==> config.mk <==
export PLATFORM = sky130hd
export DESIGN_NAME = chg_power_seq
export DESIGN_NICKNAME = d
export VERILOG_FILES = /design/src/rtl/chg_seq_pkg.sv /design/src/rtl/chg_power_seq.sv
export SDC_FILE = /design/constraint.sdc
export NUM_CORES = 1
export LEC_CHECK = 0
export ABC_AREA = 0
export BUFFER_PORTS_ARGS = -buffer_cell sky130_fd_sc_hd__clkbuf_2
export CAP_MARGIN = 20
export CORE_MARGIN = 2
export CORE_UTILIZATION = 45
export CTS_BUF_LIST = sky130_fd_sc_hd__clkbuf_2
export DETAILED_ROUTE_END_ITERATION = 12
export GPL_TIMING_DRIVEN = 0
export PLACE_DENSITY = 0.61
export RECOVER_POWER = 100
export SLEW_MARGIN = 25
export SYNTH_ARGS = -nofsm -noshare
export SYNTH_HDL_FRONTEND = slang
export SYNTH_SLANG_ARGS = --single-unit
==> constraint.sdc <==
create_clock -name pclk -period 6.6 [get_ports pclk]
set_clock_uncertainty 0.1 [all_clocks]
set_input_delay 0.33 -clock pclk [delete_from_list [all_inputs] [get_ports pclk]]
set_output_delay 0.33 -clock pclk [all_outputs]
set_load 0.01 [all_outputs]
==> src/rtl/chg_seq_pkg.sv <==
// Constants, field layouts and state encoding of the charger power-up sequencer
`default_nettype none
package chg_seq_pkg;
  // Clock rate and sequencing times
  localparam int unsigned CLK_KHZ          = 250000;
  localparam int unsigned REG_DELAY_MS     = 220;
  localparam int unsigned QUAL_MS          = 30;
  localparam int unsigned RETRY_S          = 2;
  localparam int unsigned BOOST_DELAY_MS   = 30;
  localparam int unsigned BOOST_PFM_US     = 100;
  localparam int unsigned REG_DELAY_CYC    = REG_DELAY_MS * CLK_KHZ;
  localparam int unsigned QUAL_CYC         = QUAL_MS * CLK_KHZ;
  localparam int unsigned RETRY_CYC        = RETRY_S * CLK_KHZ * 1000;
  localparam int unsigned BOOST_DELAY_CYC  = BOOST_DELAY_MS * CLK_KHZ;
  localparam int unsigned BOOST_PFM_CYC    = BOOST_PFM_US * CLK_KHZ / 1000;
  // Register byte offsets
  localparam logic [7:0] ADDR_ILIM = 8'h00;
  localparam logic [7:0] ADDR_VLIM = 8'h04;
  localparam logic [7:0] ADDR_CTRL = 8'h08;
  localparam logic [7:0] ADDR_STAT = 8'h0c;
  localparam logic [7:0] ADDR_EFF  = 8'h10;
  // Control register bit positions, and the voltage limit register's tracking field
  localparam int CTRL_CHG_EN   = 0;
  localparam int CTRL_SRC_EN   = 1;
  localparam int CTRL_LLD      = 2;
  localparam int CTRL_BSW_OFF  = 3;
  localparam int CTRL_SRC_ILIM = 7;
  localparam int VLIM_TRK_LSB  = 8;
  // Current limits in 100 mA steps
  localparam logic [5:0] ILIM_RST  = 6'h05;
  localparam logic [5:0] ILIM_SDP  = 6'h05;
  localparam logic [5:0] ILIM_DCP  = 6'h18;
  localparam logic [5:0] ILIM_UNK  = 6'h05;
  localparam logic [5:0] ILIM_DIV1 = 6'h15;
  localparam logic [5:0] ILIM_DIV2 = 6'h14;
  localparam logic [5:0] ILIM_DIV3 = 6'h0a;
  localparam logic [5:0] ILIM_DIV4 = 6'h18;
  localparam logic [5:0] ILIM_SOFT = 6'h02;
  localparam logic [5:0] ILIM_PFM  = 6'h05;
  // Voltage limit in 50 mV steps, tracking offsets
  localparam logic [6:0] VLIM_RST  = 7'h5a;
  localparam logic [3:0] TRK_OFS1  = 4'h4;
  localparam logic [3:0] TRK_OFS2  = 4'h5;
  localparam logic [3:0] TRK_OFS3  = 4'h6;
  // Source type codes
  localparam logic [2:0] TYPE_NONE  = 3'h0;
  localparam logic [2:0] TYPE_SDP   = 3'h1;
  localparam logic [2:0] TYPE_ADPT  = 3'h2;
  localparam logic [2:0] TYPE_DCP   = 3'h3;
  localparam logic [2:0] TYPE_UNK   = 3'h5;
  localparam logic [2:0] TYPE_BOOST = 3'h7;
  // Synchronised pin indices
  localparam int P_UVLO_OK  = 0;
  localparam int P_IN_PRES  = 1;
  localparam int P_IN_SLEEP = 2;
  localparam int P_IN_OV_OK = 3;
  localparam int P_IN_MIN   = 4;
  localparam int P_BAT_DPL  = 5;
  localparam int P_BAT_BST  = 6;
  localparam int P_TS_OK    = 7;
  localparam int P_BAT_OC   = 8;
  localparam int P_SYS_OK   = 9;
  localparam int P_SDP      = 10;
  localparam int P_DCP      = 11;
  localparam int P_DCD_DONE = 12;
  localparam int P_DP_2P7   = 13;
  localparam int P_DP_2P0   = 14;
  localparam int P_DP_1P2   = 15;
  localparam int P_DM_2P7   = 16;
  localparam int P_DM_2P0   = 17;
  localparam int P_DM_1P2   = 18;
  localparam int PIN_N      = 19;
  // Sequencer states
  typedef enum logic [3:0] {
    ST_HIZ, ST_REG_WAIT, ST_QUAL, ST_RETRY, ST_DETECT,
    ST_VLIM, ST_RUN, ST_BOOST_WAIT, ST_BOOST
  } state_type;
endpackage : chg_seq_pkg
`default_nettype wire

==> src/rtl/chg_power_seq.sv <==
// Charger input power-up sequencer with APB register slave
`timescale 1ns/10ps
`default_nettype none
module chg_power_seq #(
  parameter logic [31:0] REG_DELAY   = chg_seq_pkg::REG_DELAY_CYC,
  parameter logic [31:0] QUAL_TIME   = chg_seq_pkg::QUAL_CYC,
  parameter logic [31:0] RETRY_TIME  = chg_seq_pkg::RETRY_CYC,
  parameter logic [31:0] BOOST_DELAY = chg_seq_pkg::BOOST_DELAY_CYC,
  parameter logic [31:0] BOOST_PFM   = chg_seq_pkg::BOOST_PFM_CYC
) (
  input  wire logic        pclk,
  input  wire logic        presetn,
  input  wire logic        psel,
  input  wire logic        penable,
  input  wire logic        pwrite,
  input  wire logic [7:0]  paddr,
  input  wire logic [31:0] pwdata,
  output logic [31:0]      prdata,
  output logic             pready,
  output logic             pslverr,
  input  wire logic        supply_above_uvlo,
  input  wire logic        input_present,
  input  wire logic        input_above_sleep,
  input  wire logic        input_below_ov,
  input  wire logic        input_above_min,
  input  wire logic        battery_above_depletion,
  input  wire logic        battery_above_boost,
  input  wire logic        thermistor_ok,
  input  wire logic        battery_overcurrent,
  input  wire logic        system_above_min,
  input  wire logic        sdp_found,
  input  wire logic        dcp_found,
  input  wire logic        dcd_expired,
  input  wire logic        dp_in_2p7,
  input  wire logic        dp_in_2p0,
  input  wire logic        dp_in_1p2,
  input  wire logic        dm_in_2p7,
  input  wire logic        dm_in_2p0,
  input  wire logic        dm_in_1p2,
  input  wire logic [6:0]  battery_voltage,
  output logic             regulator_enable,
  output logic             test_load_enable,
  output logic             detect_enable,
  output logic             converter_enable,
  output logic             battery_switch_on,
  output logic             boost_enable,
  output logic             boost_pfm,
  output logic             boost_limit_high,
  output logic             pfm_allow,
  output logic             host_event,
  output logic [5:0]       current_limit_eff,
  output logic [7:0]       voltage_limit_eff
);
  import chg_seq_pkg::*;

  // Whole module state in one record
  typedef struct packed {
    logic [PIN_N-1:0] sync1;      // First capture stage of pins
    logic [PIN_N-1:0] sync2;      // Settled pin levels
    logic [6:0]       bat1;       // First capture of battery code
    logic [6:0]       bat2;       // Settled battery code
    state_type        st;         // Sequencer state
    logic [31:0]      cnt;        // Shared delay counter
    logic [5:0]       ilim;       // Input current limit register
    logic [6:0]       vlim;       // Input voltage limit register
    logic [1:0]       track;      // Battery tracking select
    logic             chg_en;     // Charging enabled
    logic             src_en;     // Source mode enable
    logic             lld;        // Light-load mode disable
    logic             src_ilim;   // Boost output limit select
    logic             bsw_off;    // Battery switch forced off
    logic             in_good;    // Input good flag
    logic             pwr_good;   // Power good status
    logic [2:0]       in_type;    // Input type status
    logic             in_seen;    // Input present last cycle
    logic             evt;        // Host event pulse
    logic [31:0]      rdata;      // Read data for the bus
    logic             reg_en;     // Regulator drive
    logic             load_en;    // Test load drive
    logic             det_en;     // Detection drive
    logic             conv_en;    // Converter drive
    logic             bsw_on;     // Battery switch drive
    logic             bst_en;     // Boost drive
    logic             bst_pfm;    // Boost light-load phase
    logic             pfm_ok;     // Buck light-load permit
    logic [5:0]       ilim_eff;   // Applied current limit
    logic [7:0]       vlim_eff;   // Applied voltage limit
  } st_type;

  st_type q;    // Registered state
  st_type n;    // Next state

  // Reset image of the record
  localparam st_type RST_VAL = '{
    sync1: '0, sync2: '0, bat1: '0, bat2: '0, st: ST_HIZ, cnt: '0,
    ilim: ILIM_RST, vlim: VLIM_RST, track: 2'h0, chg_en: 1'b1,
    src_en: 1'b0, lld: 1'b0, src_ilim: 1'b0, bsw_off: 1'b0,
    in_good: 1'b0, pwr_good: 1'b0, in_type: TYPE_NONE, in_seen: 1'b0,
    evt: 1'b0, rdata: '0, reg_en: 1'b0, load_en: 1'b0, det_en: 1'b0,
    conv_en: 1'b0, bsw_on: 1'b0, bst_en: 1'b0, bst_pfm: 1'b0,
    pfm_ok: 1'b0, ilim_eff: ILIM_RST, vlim_eff: {1'b0, VLIM_RST}
  };

  logic [PIN_N-1:0] pins;     // Raw pin vector
  logic [PIN_N-1:0] s;        // Settled pins, short name
  logic             wr_go;    // Write takes effect this edge
  logic             setup;    // Setup phase of a transfer
  logic             mapped;   // Address hits a register
  logic             boost_ok; // All boost entry conditions
  logic             in_ok;    // Regulator input conditions
  logic [3:0]       trk_ofs;  // Selected tracking offset
  logic [7:0]       trk_v;    // Battery plus offset
  logic [31:0]      cnt_inc;  // Counter plus one
  logic [31:0]      stat_w;   // Status word

  // Pins gathered for the synchroniser
  assign pins = {dm_in_1p2, dm_in_2p0, dm_in_2p7, dp_in_1p2, dp_in_2p0,
                 dp_in_2p7, dcd_expired, dcp_found, sdp_found,
                 system_above_min, battery_overcurrent, thermistor_ok,
                 battery_above_boost, battery_above_depletion,
                 input_above_min, input_below_ov, input_above_sleep,
                 input_present, supply_above_uvlo};
  assign s = q.sync2;

  // Bus phase decode; wait states are inserted only while the supply is below UVLO
  assign setup   = psel & ~(penable & pready);  // Setup or wait state: read data kept fresh
  assign mapped  = (paddr == ADDR_ILIM) | (paddr == ADDR_VLIM) |
                   (paddr == ADDR_CTRL) | (paddr == ADDR_STAT) |
                   (paddr == ADDR_EFF);
  // Bus held off while the supply is below its release level
  assign pready  = s[P_UVLO_OK];
  assign pslverr = psel & penable & ~mapped;
  assign wr_go   = psel & penable & pready & pwrite & mapped;
  assign prdata  = q.rdata;

  // Register-driven outputs
  assign regulator_enable  = q.reg_en;
  assign test_load_enable  = q.load_en;
  assign detect_enable     = q.det_en;
  assign converter_enable  = q.conv_en;
  assign battery_switch_on = q.bsw_on;
  assign boost_enable      = q.bst_en;
  assign boost_pfm         = q.bst_pfm;
  assign boost_limit_high  = q.src_ilim;
  assign pfm_allow         = q.pfm_ok;
  assign host_event        = q.evt;
  assign current_limit_eff = q.ilim_eff;
  assign voltage_limit_eff = q.vlim_eff;

  // Status word as software sees it
  assign stat_w = {23'h0, q.bst_en, q.conv_en, q.reg_en, q.bsw_on,
                   q.in_type, q.pwr_good, q.in_good};

  // Entry conditions shared by the sequencer
  assign in_ok    = s[P_IN_PRES] & s[P_IN_SLEEP];
  assign boost_ok = s[P_BAT_BST] & ~s[P_IN_SLEEP] & q.src_en &
                    s[P_TS_OK];
  assign cnt_inc  = q.cnt + 32'h1;

  // Tracking offset chosen by the two-bit field
  always_comb
  begin
    case (q.track)
      2'h1:    trk_ofs = TRK_OFS1;
      2'h2:    trk_ofs = TRK_OFS2;
      2'h3:    trk_ofs = TRK_OFS3;
      default: trk_ofs = 4'h0;
    endcase
    trk_v = {1'b0, q.bat2} + {4'h0, trk_ofs};
  end

  // Next-state logic: sequencer, flags, register writes, read data
  always_comb
  begin
    n = q;
    n.sync1 = pins;
    n.sync2 = q.sync1;
    n.bat1  = battery_voltage;
    n.bat2  = q.bat1;
    n.evt   = 1'b0;
    n.in_seen = s[P_IN_PRES];
    case (q.st)
      // Regulator off, battery carries the system
      ST_HIZ:
      begin
        n.cnt = '0;
        if (in_ok)
        begin
          n.st = ST_REG_WAIT;
        end
        else if (boost_ok)
        begin
          n.st = ST_BOOST_WAIT;
        end
      end
      // Input must hold steady for the whole regulator delay
      ST_REG_WAIT:
      begin
        if (!in_ok)
        begin
          n.st = ST_HIZ;
        end
        else if (cnt_inc >= REG_DELAY)
        begin
          n.st  = ST_QUAL;
          n.cnt = '0;
        end
        else
        begin
          n.cnt = cnt_inc;
        end
      end
      // Test load applied; any dip fails the source
      ST_QUAL:
      begin
        if (!s[P_IN_OV_OK] || !s[P_IN_MIN])
        begin
          n.st  = ST_RETRY;
          n.cnt = '0;
        end
        else if (cnt_inc >= QUAL_TIME)
        begin
          n.st      = ST_DETECT;
          n.in_good = 1'b1;
          n.evt     = 1'b1;
          n.cnt     = '0;
        end
        else
        begin
          n.cnt = cnt_inc;
        end
      end
      // Wait out the retry interval, then qualify again
      ST_RETRY:
      begin
        if (cnt_inc >= RETRY_TIME)
        begin
          n.st  = ST_QUAL;
          n.cnt = '0;
        end
        else
        begin
          n.cnt = cnt_inc;
        end
      end
      // Standard results first; dividers only after DCD timeout
      ST_DETECT:
      begin
        if (s[P_SDP] || s[P_DCP] || s[P_DCD_DONE])
        begin
          n.st       = ST_VLIM;
          n.evt      = 1'b1;
          n.pwr_good = 1'b1;
          n.in_type  = TYPE_ADPT;
          if (s[P_SDP])
          begin
            n.ilim    = ILIM_SDP;
            n.in_type = TYPE_SDP;
          end
          else if (s[P_DCP])
          begin
            n.ilim    = ILIM_DCP;
            n.in_type = TYPE_DCP;
          end
          else if (s[P_DP_2P7] && s[P_DM_2P0])
          begin
            n.ilim = ILIM_DIV1;
          end
          else if (s[P_DP_1P2] && s[P_DM_1P2])
          begin
            n.ilim = ILIM_DIV2;
          end
          else if (s[P_DP_2P0] && s[P_DM_2P7])
          begin
            n.ilim = ILIM_DIV3;
          end
          else if (s[P_DP_2P7] && s[P_DM_2P7])
          begin
            n.ilim = ILIM_DIV4;
          end
          else
          begin
            n.ilim    = ILIM_UNK;
            n.in_type = TYPE_UNK;
          end
        end
      end
      // One cycle for the voltage limit to settle
      ST_VLIM:
      begin
        n.st = ST_RUN;
      end
      // Converter switching
      ST_RUN:
      begin
        n.cnt = '0;
      end
      // Boost conditions must hold through the whole delay
      ST_BOOST_WAIT:
      begin
        if (!boost_ok)
        begin
          n.st = ST_HIZ;
        end
        else if (cnt_inc >= BOOST_DELAY)
        begin
          n.st      = ST_BOOST;
          n.in_type = TYPE_BOOST;
          n.cnt     = '0;
        end
        else
        begin
          n.cnt = cnt_inc;
        end
      end
      // Battery-sourced output; counter times the light-load start
      ST_BOOST:
      begin
        if (!s[P_BAT_BST] || !q.src_en)
        begin
          n.st      = ST_HIZ;
          n.in_type = TYPE_NONE;
          n.cnt     = '0;
        end
        else if (q.cnt < BOOST_PFM)
        begin
          n.cnt = cnt_inc;
        end
      end
      default:
      begin
        n.st = ST_HIZ;
      end
    endcase
    // Losing the input drops any input-side state back to idle
    if (!in_ok && q.st != ST_HIZ && q.st != ST_BOOST_WAIT && q.st != ST_BOOST)
    begin
      n.st       = ST_HIZ;
      n.cnt      = '0;
      n.in_good  = 1'b0;
      n.pwr_good = 1'b0;
      n.in_type  = TYPE_NONE;
    end
    // Host writes win over the detected current limit
    if (wr_go)
    begin
      case (paddr)
        ADDR_ILIM: n.ilim = pwdata[5:0];
        ADDR_VLIM:
        begin
          n.vlim  = pwdata[6:0];
          n.track = pwdata[VLIM_TRK_LSB+1:VLIM_TRK_LSB];
        end
        ADDR_CTRL:
        begin
          n.chg_en   = pwdata[CTRL_CHG_EN];
          n.src_en   = pwdata[CTRL_SRC_EN];
          n.lld      = pwdata[CTRL_LLD];
          n.src_ilim = pwdata[CTRL_SRC_ILIM];
          n.bsw_off  = pwdata[CTRL_BSW_OFF];
        end
        default:
        begin
          n.rdata = n.rdata;
        end
      endcase
    end
    // Fresh attach re-enables the switch; overcurrent still wins
    if (s[P_IN_PRES] && !q.in_seen)
    begin
      n.bsw_off = 1'b0;
    end
    if (s[P_BAT_OC])
    begin
      n.bsw_off = 1'b1;
    end
    // Output drives decoded from the present state
    n.reg_en  = q.st == ST_QUAL || q.st == ST_RETRY || q.st == ST_DETECT ||
                q.st == ST_VLIM || q.st == ST_RUN;
    n.load_en = q.st == ST_QUAL;
    n.det_en  = q.st == ST_DETECT;
    n.conv_en = q.st == ST_RUN;
    n.bst_en  = q.st == ST_BOOST;
    // Switch follows charge enable while charging, else battery level
    if (q.st == ST_RUN)
    begin
      n.bsw_on = ~n.bsw_off & q.chg_en;
    end
    else
    begin
      n.bsw_on = ~n.bsw_off & s[P_BAT_DPL];
    end
    // Soft-start cap while the system rail is low
    if (q.conv_en && !s[P_SYS_OK] && q.ilim > ILIM_SOFT)
    begin
      n.ilim_eff = ILIM_SOFT;
    end
    else
    begin
      n.ilim_eff = q.ilim;
    end
    // Tracking only raises the limit, never lowers it
    if (q.track != 2'h0 && trk_v > {1'b0, q.vlim})
    begin
      n.vlim_eff = trk_v;
    end
    else
    begin
      n.vlim_eff = {1'b0, q.vlim};
    end
    n.pfm_ok  = (q.st == ST_RUN) & ~q.lld & (q.ilim >= ILIM_PFM);
    n.bst_pfm = (q.st == ST_BOOST) & ~q.lld & (q.cnt < BOOST_PFM);
    // Undervoltage clears everything but the pin capture
    if (!s[P_UVLO_OK])
    begin
      n       = RST_VAL;
      n.sync1 = pins;
      n.sync2 = q.sync1;
      n.bat1  = battery_voltage;
      n.bat2  = q.bat1;
    end
    // Read data refreshed until the access ends; after the undervoltage
    // clear so a transfer held off by pready still returns live values
    if (setup)
    begin
      case (paddr)
        ADDR_ILIM: n.rdata = {26'h0, q.ilim};
        ADDR_VLIM: n.rdata = {22'h0, q.track, 1'b0, q.vlim};
        ADDR_CTRL: n.rdata = {24'h0, q.src_ilim, 3'h0, q.bsw_off,
                              q.lld, q.src_en, q.chg_en};
        ADDR_STAT: n.rdata = stat_w;
        ADDR_EFF:  n.rdata = {16'h0, q.vlim_eff, 2'h0, q.ilim_eff};
        default:   n.rdata = '0;
      endcase
    end
  end

  // Single state register; async reset loads constants only
  always_ff @(posedge pclk or negedge presetn)
  begin
    if (!presetn)
    begin
      q <= RST_VAL;
    end
    else
    begin
      q <= n;
    end
  end

endmodule : chg_power_seq
`default_nettype wire

# Word-level counts from Yosys, hierarchy flattened

Cells that the tools add are included.

Divide/modulo/power cells: 0
Add/sub/neg operators: 2
Multipliers: 0
Multiplexer cells: 62
Reductions and logical operators: 38
Magnitude comparators: 7
Bitwise logic cells: 26
Shift operators: 0
Equality and inequality tests: 40

Operators by type and width:

| operator                                                            | number |
|---|---|
| two-way mux 32 bit                                                  | 8 |
| case mux 32 bit (6 select lines)                                    | 1 |
| two-way mux 117 bit                                                 | 1 |
| case mux 16 bit (5 select lines)                                    | 1 |
| two-way mux 36 bit                                                  | 2 |
| two-way mux 6 bit                                                   | 9 |
| two-way mux 4 bit                                                   | 11 |
| case mux 4 bit (9 select lines)                                     | 1 |
| adder 32 x 1 -> 32 bit, second input constant                       | 1 |
| greater-or-equal comparator 32 x 23 -> 1 bit, second input constant | 1 |
| greater-or-equal comparator 32 x 26 -> 1 bit, second input constant | 1 |
| greater-or-equal comparator 32 x 29 -> 1 bit, second input constant | 1 |
| less-than comparator 32 x 15 -> 1 bit, second input constant        | 1 |
| != test 4 bit, second input constant                                | 7 |
| two-way mux 3 bit                                                   | 9 |
| two-way mux 20 bit                                                  | 1 |
| != test 5 bit, second input constant                                | 4 |
| case mux 3 bit (3 select lines)                                     | 2 |
| AND 1 bit                                                           | 17 |
| equality test 4 x 3 -> 1 bit, second input constant                 | 4 |
| equality test 8 x 4 -> 1 bit, second input constant                 | 2 |
| two-way mux 5 bit                                                   | 3 |
| != test 3 x 1 -> 1 bit, second input constant                       | 4 |
| logical AND 1 bit                                                   | 11 |
| 36 further kinds                                                    | 72 |

Output and inout bits: 58
Bits of input ports: 71
Register bits: 169
ROM bits: 0
Memories kept: 0
Bits in latches: 0
Bits in writable memories: 0
Word-level logic and storage cells: 205

# Longest topological paths before layout

Depth after elaboration: 18
Mapped depth: 15
Gate-level depth less buffers: 15

# Worst setup path after synthesis

No wires, ideal clock.

Kind: register to register
From: reg q[66] in the netlist's numbering
To: reg q (netlist bit voltage_limit_eff[1])
Period minus slack after synthesis: 3.177 ns
Cell stages (with the launch flop): 14
Path buffers: 0
Setup time: 0.090 ns
Data arrival time: 2.986 ns
Required time: 6.410 ns
Path slack: 3.423 ns
Cells stage by stage: dfrtp_1 > or2_2 > ha_1 > a21oi_1 > nor2_1 > xor2_1 > ha_1 > a21o_1 > a21oi_1 > o21ai_0 > o21a_1 > o21ai_1 > mux2i_1 > nand2_1

RTL lines:

| element                  | line                 | text |
|---|---|---|
| start: declaration       | chg_power_seq.sv:90  | `st_type q;` |
| start signal: assignment | chg_power_seq.sv:447 | `q <= n;` |

# Worst setup path in the final report

From: reg q[81] in the netlist's numbering
To: reg q[105] in the netlist's numbering

Word-level cells in the longest chain between the ends: 7
Elaborated cells between the ends (all ways): 18
Those cells by class: add/sub (1); order compare (4); eq/ne (1); mux (11); reduce/logical (1)

Ends and longest elaborated chain:

| element                                                                                                             | line                                                             | text |
|---|---|---|
| adder 32 x 1 -> 32 bit                                                                                              | chg_power_seq.sv:158                                             | `assign cnt_inc = q.cnt + 32'h1;` |
| greater-or-equal comparator 32 x 23 -> 1 bit / greater-or-equal comparator 32 x 26 -> 1 bit (equally long branches) | chg_power_seq.sv:221, chg_power_seq.sv:305, chg_power_seq.sv:203 |  |
| two-way mux 32 bit (on tied branches)                                                                               | chg_power_seq.sv:221, chg_power_seq.sv:305, chg_power_seq.sv:203 |  |
| two-way mux 32 bit (tied with other cells)                                                                          | chg_power_seq.sv:301                                             | `if (!boost_ok)` |
| case mux 32 bit (6 select lines)                                                                                    | chg_power_seq.sv:182                                             | `case (q.st)` |
| two-way mux 36 bit                                                                                                  | chg_power_seq.sv:336                                             | `if (!in_ok && q.st != ST_HIZ && q.st != ST_BOOST_WAIT && q.st != ST_BOOST)` |
| two-way mux 117 bit                                                                                                 | chg_power_seq.sv:414                                             | `if (!s[P_UVLO_OK])` |

Parallel ways exist; a longest one is shown, timed or not. The select of a mux whose other input is x is not followed.
A chain may end at the register's enable or synchronous reset.

==> results.py <==
metrics = {
    "final_layout": {
        "drive_gt1_share_pct": 15.73,
        "final_cell_mix": "dfrtp_1, nand2_1, clkbuf_1",
        "syn2layout_area_growth_pct": 17.87,
        "final_nets": 1195,
        "layout_commonest_cell": "dfrtp_1",
    },
    "sta": {
        "post-route-min-period_ps": 4971,
        "fin_setup_tns_ps": 0,
        "rsz0062_at_grt": "no",
        "worst_pin_slew_ps": 4181,
        "setup_slack_ps": 1629,
        "timing.fmax_ghz": 0.2012,
        "finalMaxSlewViolations": 87,
        "timing.final.crit_share_pct": 75.32,
        "final-hold-violation-count": 0,
        "setup_viol": 0,
        "relSlewSlack_pct": -178.7,
    },
    "logic_synthesis": {
        "synth_cell_type_count": 80,
        "yosysWarningCount": 0,
        "synth_top_area_share_pct": 41.08,
        "synth_area_mm2": 0.008528,
        "synthFlopType": "dfrtp_1",
        "synth_seq_area_share_pct": 45.09,
        "avgSynthCellArea_um2": 9.150,
        "synthArstFlopShare_pct": 100.0,
        "synthTopCellsByArea": "dfrtp_1, nand2_1, buf_4",
        "synth_cells": 932,
        "synth_edf_count": 0,
        "synth_seq_cells": 153,
        "synth_area_leader_cell": "dfrtp_1",
    },
    "min_path": {
        "hold_class": "primary input to flip-flop",
        "min_from": "input_present",
        "whs_endpoint": "q[151]",
        "hold_depth": 2,
    },
    "floorplan": {
        "die_area_mm2": 0.02007,
        "core_area_mm2": 0.01864,
        "start_util_pct": 45.74,
        "io_pins": 129,
        "dieWidth_um": 141.7,
        "die_y_um": 141.7,
        "row_count": 50,
    },
    "drt": {
        "route.detailed.drc": 0,
        "route.vias.total": 7689,
        "wire_per_inst_um": 18.00,
        "drtIter0Drc": 869,
        "wl_mm": 24.50,
        "first_pass_iters": 6,
        "ant_nets": 0,
        "viasPerCell": 5.650,
    },
    "placement": {
        "pre_cts_slack_ps": 2456,
        "numPortBuffers": 89,
        "gp_congestion": 0.9542,
        "dp_hpwl_mm": 17.20,
    },
    "critical_path": {
        "reg2reg_to": "q[105]",
        "critPathMaxFanout": 10,
        "critPathMaxStageDelay_ps": 670,
        "worst-setup-path-type": "flip-flop to flip-flop",
        "r2r-start": "q[81]",
        "critPathCaptureType": "flip-flop",
        "path_cells": "ha_1 > clkbuf_1 > nand3_1 > nor3_1 > nand3_1 > mux2i_1 > nand3_1 > a21oi_1 > a31oi_1 > o211ai_1 > clkbuf_1 > clkbuf_1 > a31oi_1 > o22ai_1",
        "required_ps": 7180,
        "worstPathArrival_ps": 5550,
        "rrSetupSlack_ps": 1630,
        "cp-start-kind": "flip-flop",
        "worst_r2r_path_depth": 14,
        "critical-path-slowest-cell": "nor3_1",
    },
    "clocking": {
        "cts.sinks": 153,
        "htreeDepth": 4,
        "worstSkewPairLatency_ps": 770,
        "cts_setup_buffers": 0,
        "clock_path_buffers": 2,
        "clk_pin_slew_ps": 260,
        "cts_tree": "done",
        "numCtsBuffers": 17,
        "clock-root-buffer": "clkbuf_2",
    },
    "global_routing": {
        "grt_pass1_wl_mm": 39.32,
        "grt_pass1_vias": 7271,
        "antenna_found_initial": 1,
        "grt_max_degree": 78,
        "grt.total_usage_pct": 25.09,
        "overflow": 0,
    },
    "run_status": {
        "status": "finished with violations",
        "violations": "capacitance limit, slew limit",
    },
    "run": {
        "maxCapViolations": 2,
    },
    "power": {
        "p_leak_nw": 4.368,
        "total_power_mw": 1.933,
        "power_density_mw_per_mm2": 192.3,
        "vdd_drop_max_mv": 0.1302,
    },
}
sequential cells by signal (all words and copies together), names as in the netlist:
register	flops
converter_enable	1
test_load_enable	1
regulator_enable	1
pfm_allow	1
s	19
boost_limit_high	1
boost_pfm	1
detect_enable	1
current_limit_eff	6
voltage_limit_eff	8
q	94
boost_enable	1
host_event	1
prdata	16
battery_switch_on	1
worst max-delay path by stage:
stage | from | endpoint | slack [ps] | cells past startpoint
floorplan | q[66] | voltage_limit_eff[1] | 3420 | 13
global placement | q[81] | q[99] | 2430 | 13
detailed placement | q[81] | q[109] | 2460 | 13
CTS | q[81] | q[92] | 2390 | 13
global route | presetn | q[93] | 1200 | 3
finish | q[81] | q[105] | 1630 | 14
cell usage after synthesis, types with 4 or more instances:
| library cell | count |
|---|---|
| a31oi_1 | 23 |
| a211oi_1 | 9 |
| o31ai_1 | 11 |
| nor2b_1 | 11 |
| nand2_1 | 112 |
| nand2b_1 | 6 |
| nand3_1 | 50 |
| a21o_1 | 5 |
| or2_2 | 4 |
| nand4_1 | 19 |
| buf_2 | 14 |
| dfrtp_1 | 140 |
| and3_1 | 16 |
| xnor2_1 | 12 |
| and2_1 | 14 |
| a22o_1 | 6 |
| mux2i_1 | 21 |
| ha_1 | 11 |
| nor2_1 | 51 |
| nand3_2 | 4 |
| and4_1 | 6 |
| clkbuf_1 | 34 |
| or4_1 | 5 |
| a221oi_1 | 4 |
| or3_1 | 5 |
| buf_4 | 53 |
| mux2_2 | 6 |
| o21ai_0 | 42 |
| inv_1 | 40 |
| nand4b_1 | 4 |
| nor3_1 | 34 |
| o22ai_1 | 17 |
| nor4_1 | 14 |
| dfstp_2 | 13 |
| a22oi_1 | 4 |
| o211ai_1 | 14 |
| a21oi_1 | 34 |
cells by family (layout without fill, tap and decap cells):
family	count (synthesis)	after routing	share of synthesized area [%]
adder cells (fa/ha/maj)	12	12	1.849
AO/OA/AOI/OAI	209	209	16.46
buffers and inverters	144	322	9.067
multiplexers	27	27	3.257
XOR/XNOR	15	15	1.629
other	1	18	0.04397
AND/OR/NAND/NOR	371	371	22.61
flip-flops	153	153	45.09
per-stage QoR:
stage | hold slack [ps] | std cells | utilization [%] | area, um^2
after global routing | 11.86 | 1361 | 53.92 | 10050
final | 94.04 | 1361 | 53.92 | 10050
after global placement | 232.9 | 1270 | 50.01 | 9323
after CTS | 24.12 | 1358 | 54.46 | 10150
after floorplan | -65.59 | 947 | - | 8584
after detailed placement | 234.7 | 1271 | 50.20 | 9359
area by class of cell:
class / instances / area (um^2)
Fill cell: 1772 / 8591
Multi-Input combinational cell: 650 / 3933
Sequential cell: 153 / 3845
Timing Repair Buffer: 146 / 983.4
Buffer: 104 / 599.3
Tap cell: 234 / 292.8
Clock inverter: 15 / 158.9
Inverter: 40 / 150.1
Clock buffer: 17 / 85.08
Antenna cell: 2 / 5.005
timing repair:
action | in CTS | in global routing
hold endpoints to repair | 205 | 1
hold buffers | 55 | 1
resized for setup | 0 | 0
report_power, final:
part	internal (mW)	switching (mW)
Sequential	0.984	0.0357
Clock	0.123	0.408
Combinational	0.139	0.244
Total	1.25	0.688
critical path: cells and delay by family (launching register included):
| family | cells | cell delay [ps] |
|---|---|---|
| AND/OR/NAND/NOR | 4 | 1500 |
| multiplexers | 1 | 260 |
| buffers and inverters | 3 | 1390 |
| AO/OA/AOI/OAI | 5 | 1000 |
| flip-flops | 1 | 490 |
| adder cells (fa/ha/maj) | 1 | 170 |
layer usage:
layer | vias to the layer above | GRT usage [%] | part of all wire, %
li1 | 3664 | - | -
met1 | 3655 | 38.60 | 49
met2 | 321 | 35.59 | 42
met3 | 49 | 5.197 | 7.2
met4 | 0 | 7.368 | 2.1
met5 | - | 0 | 0
No activity file was read; power rests on OpenSTA's default activity.
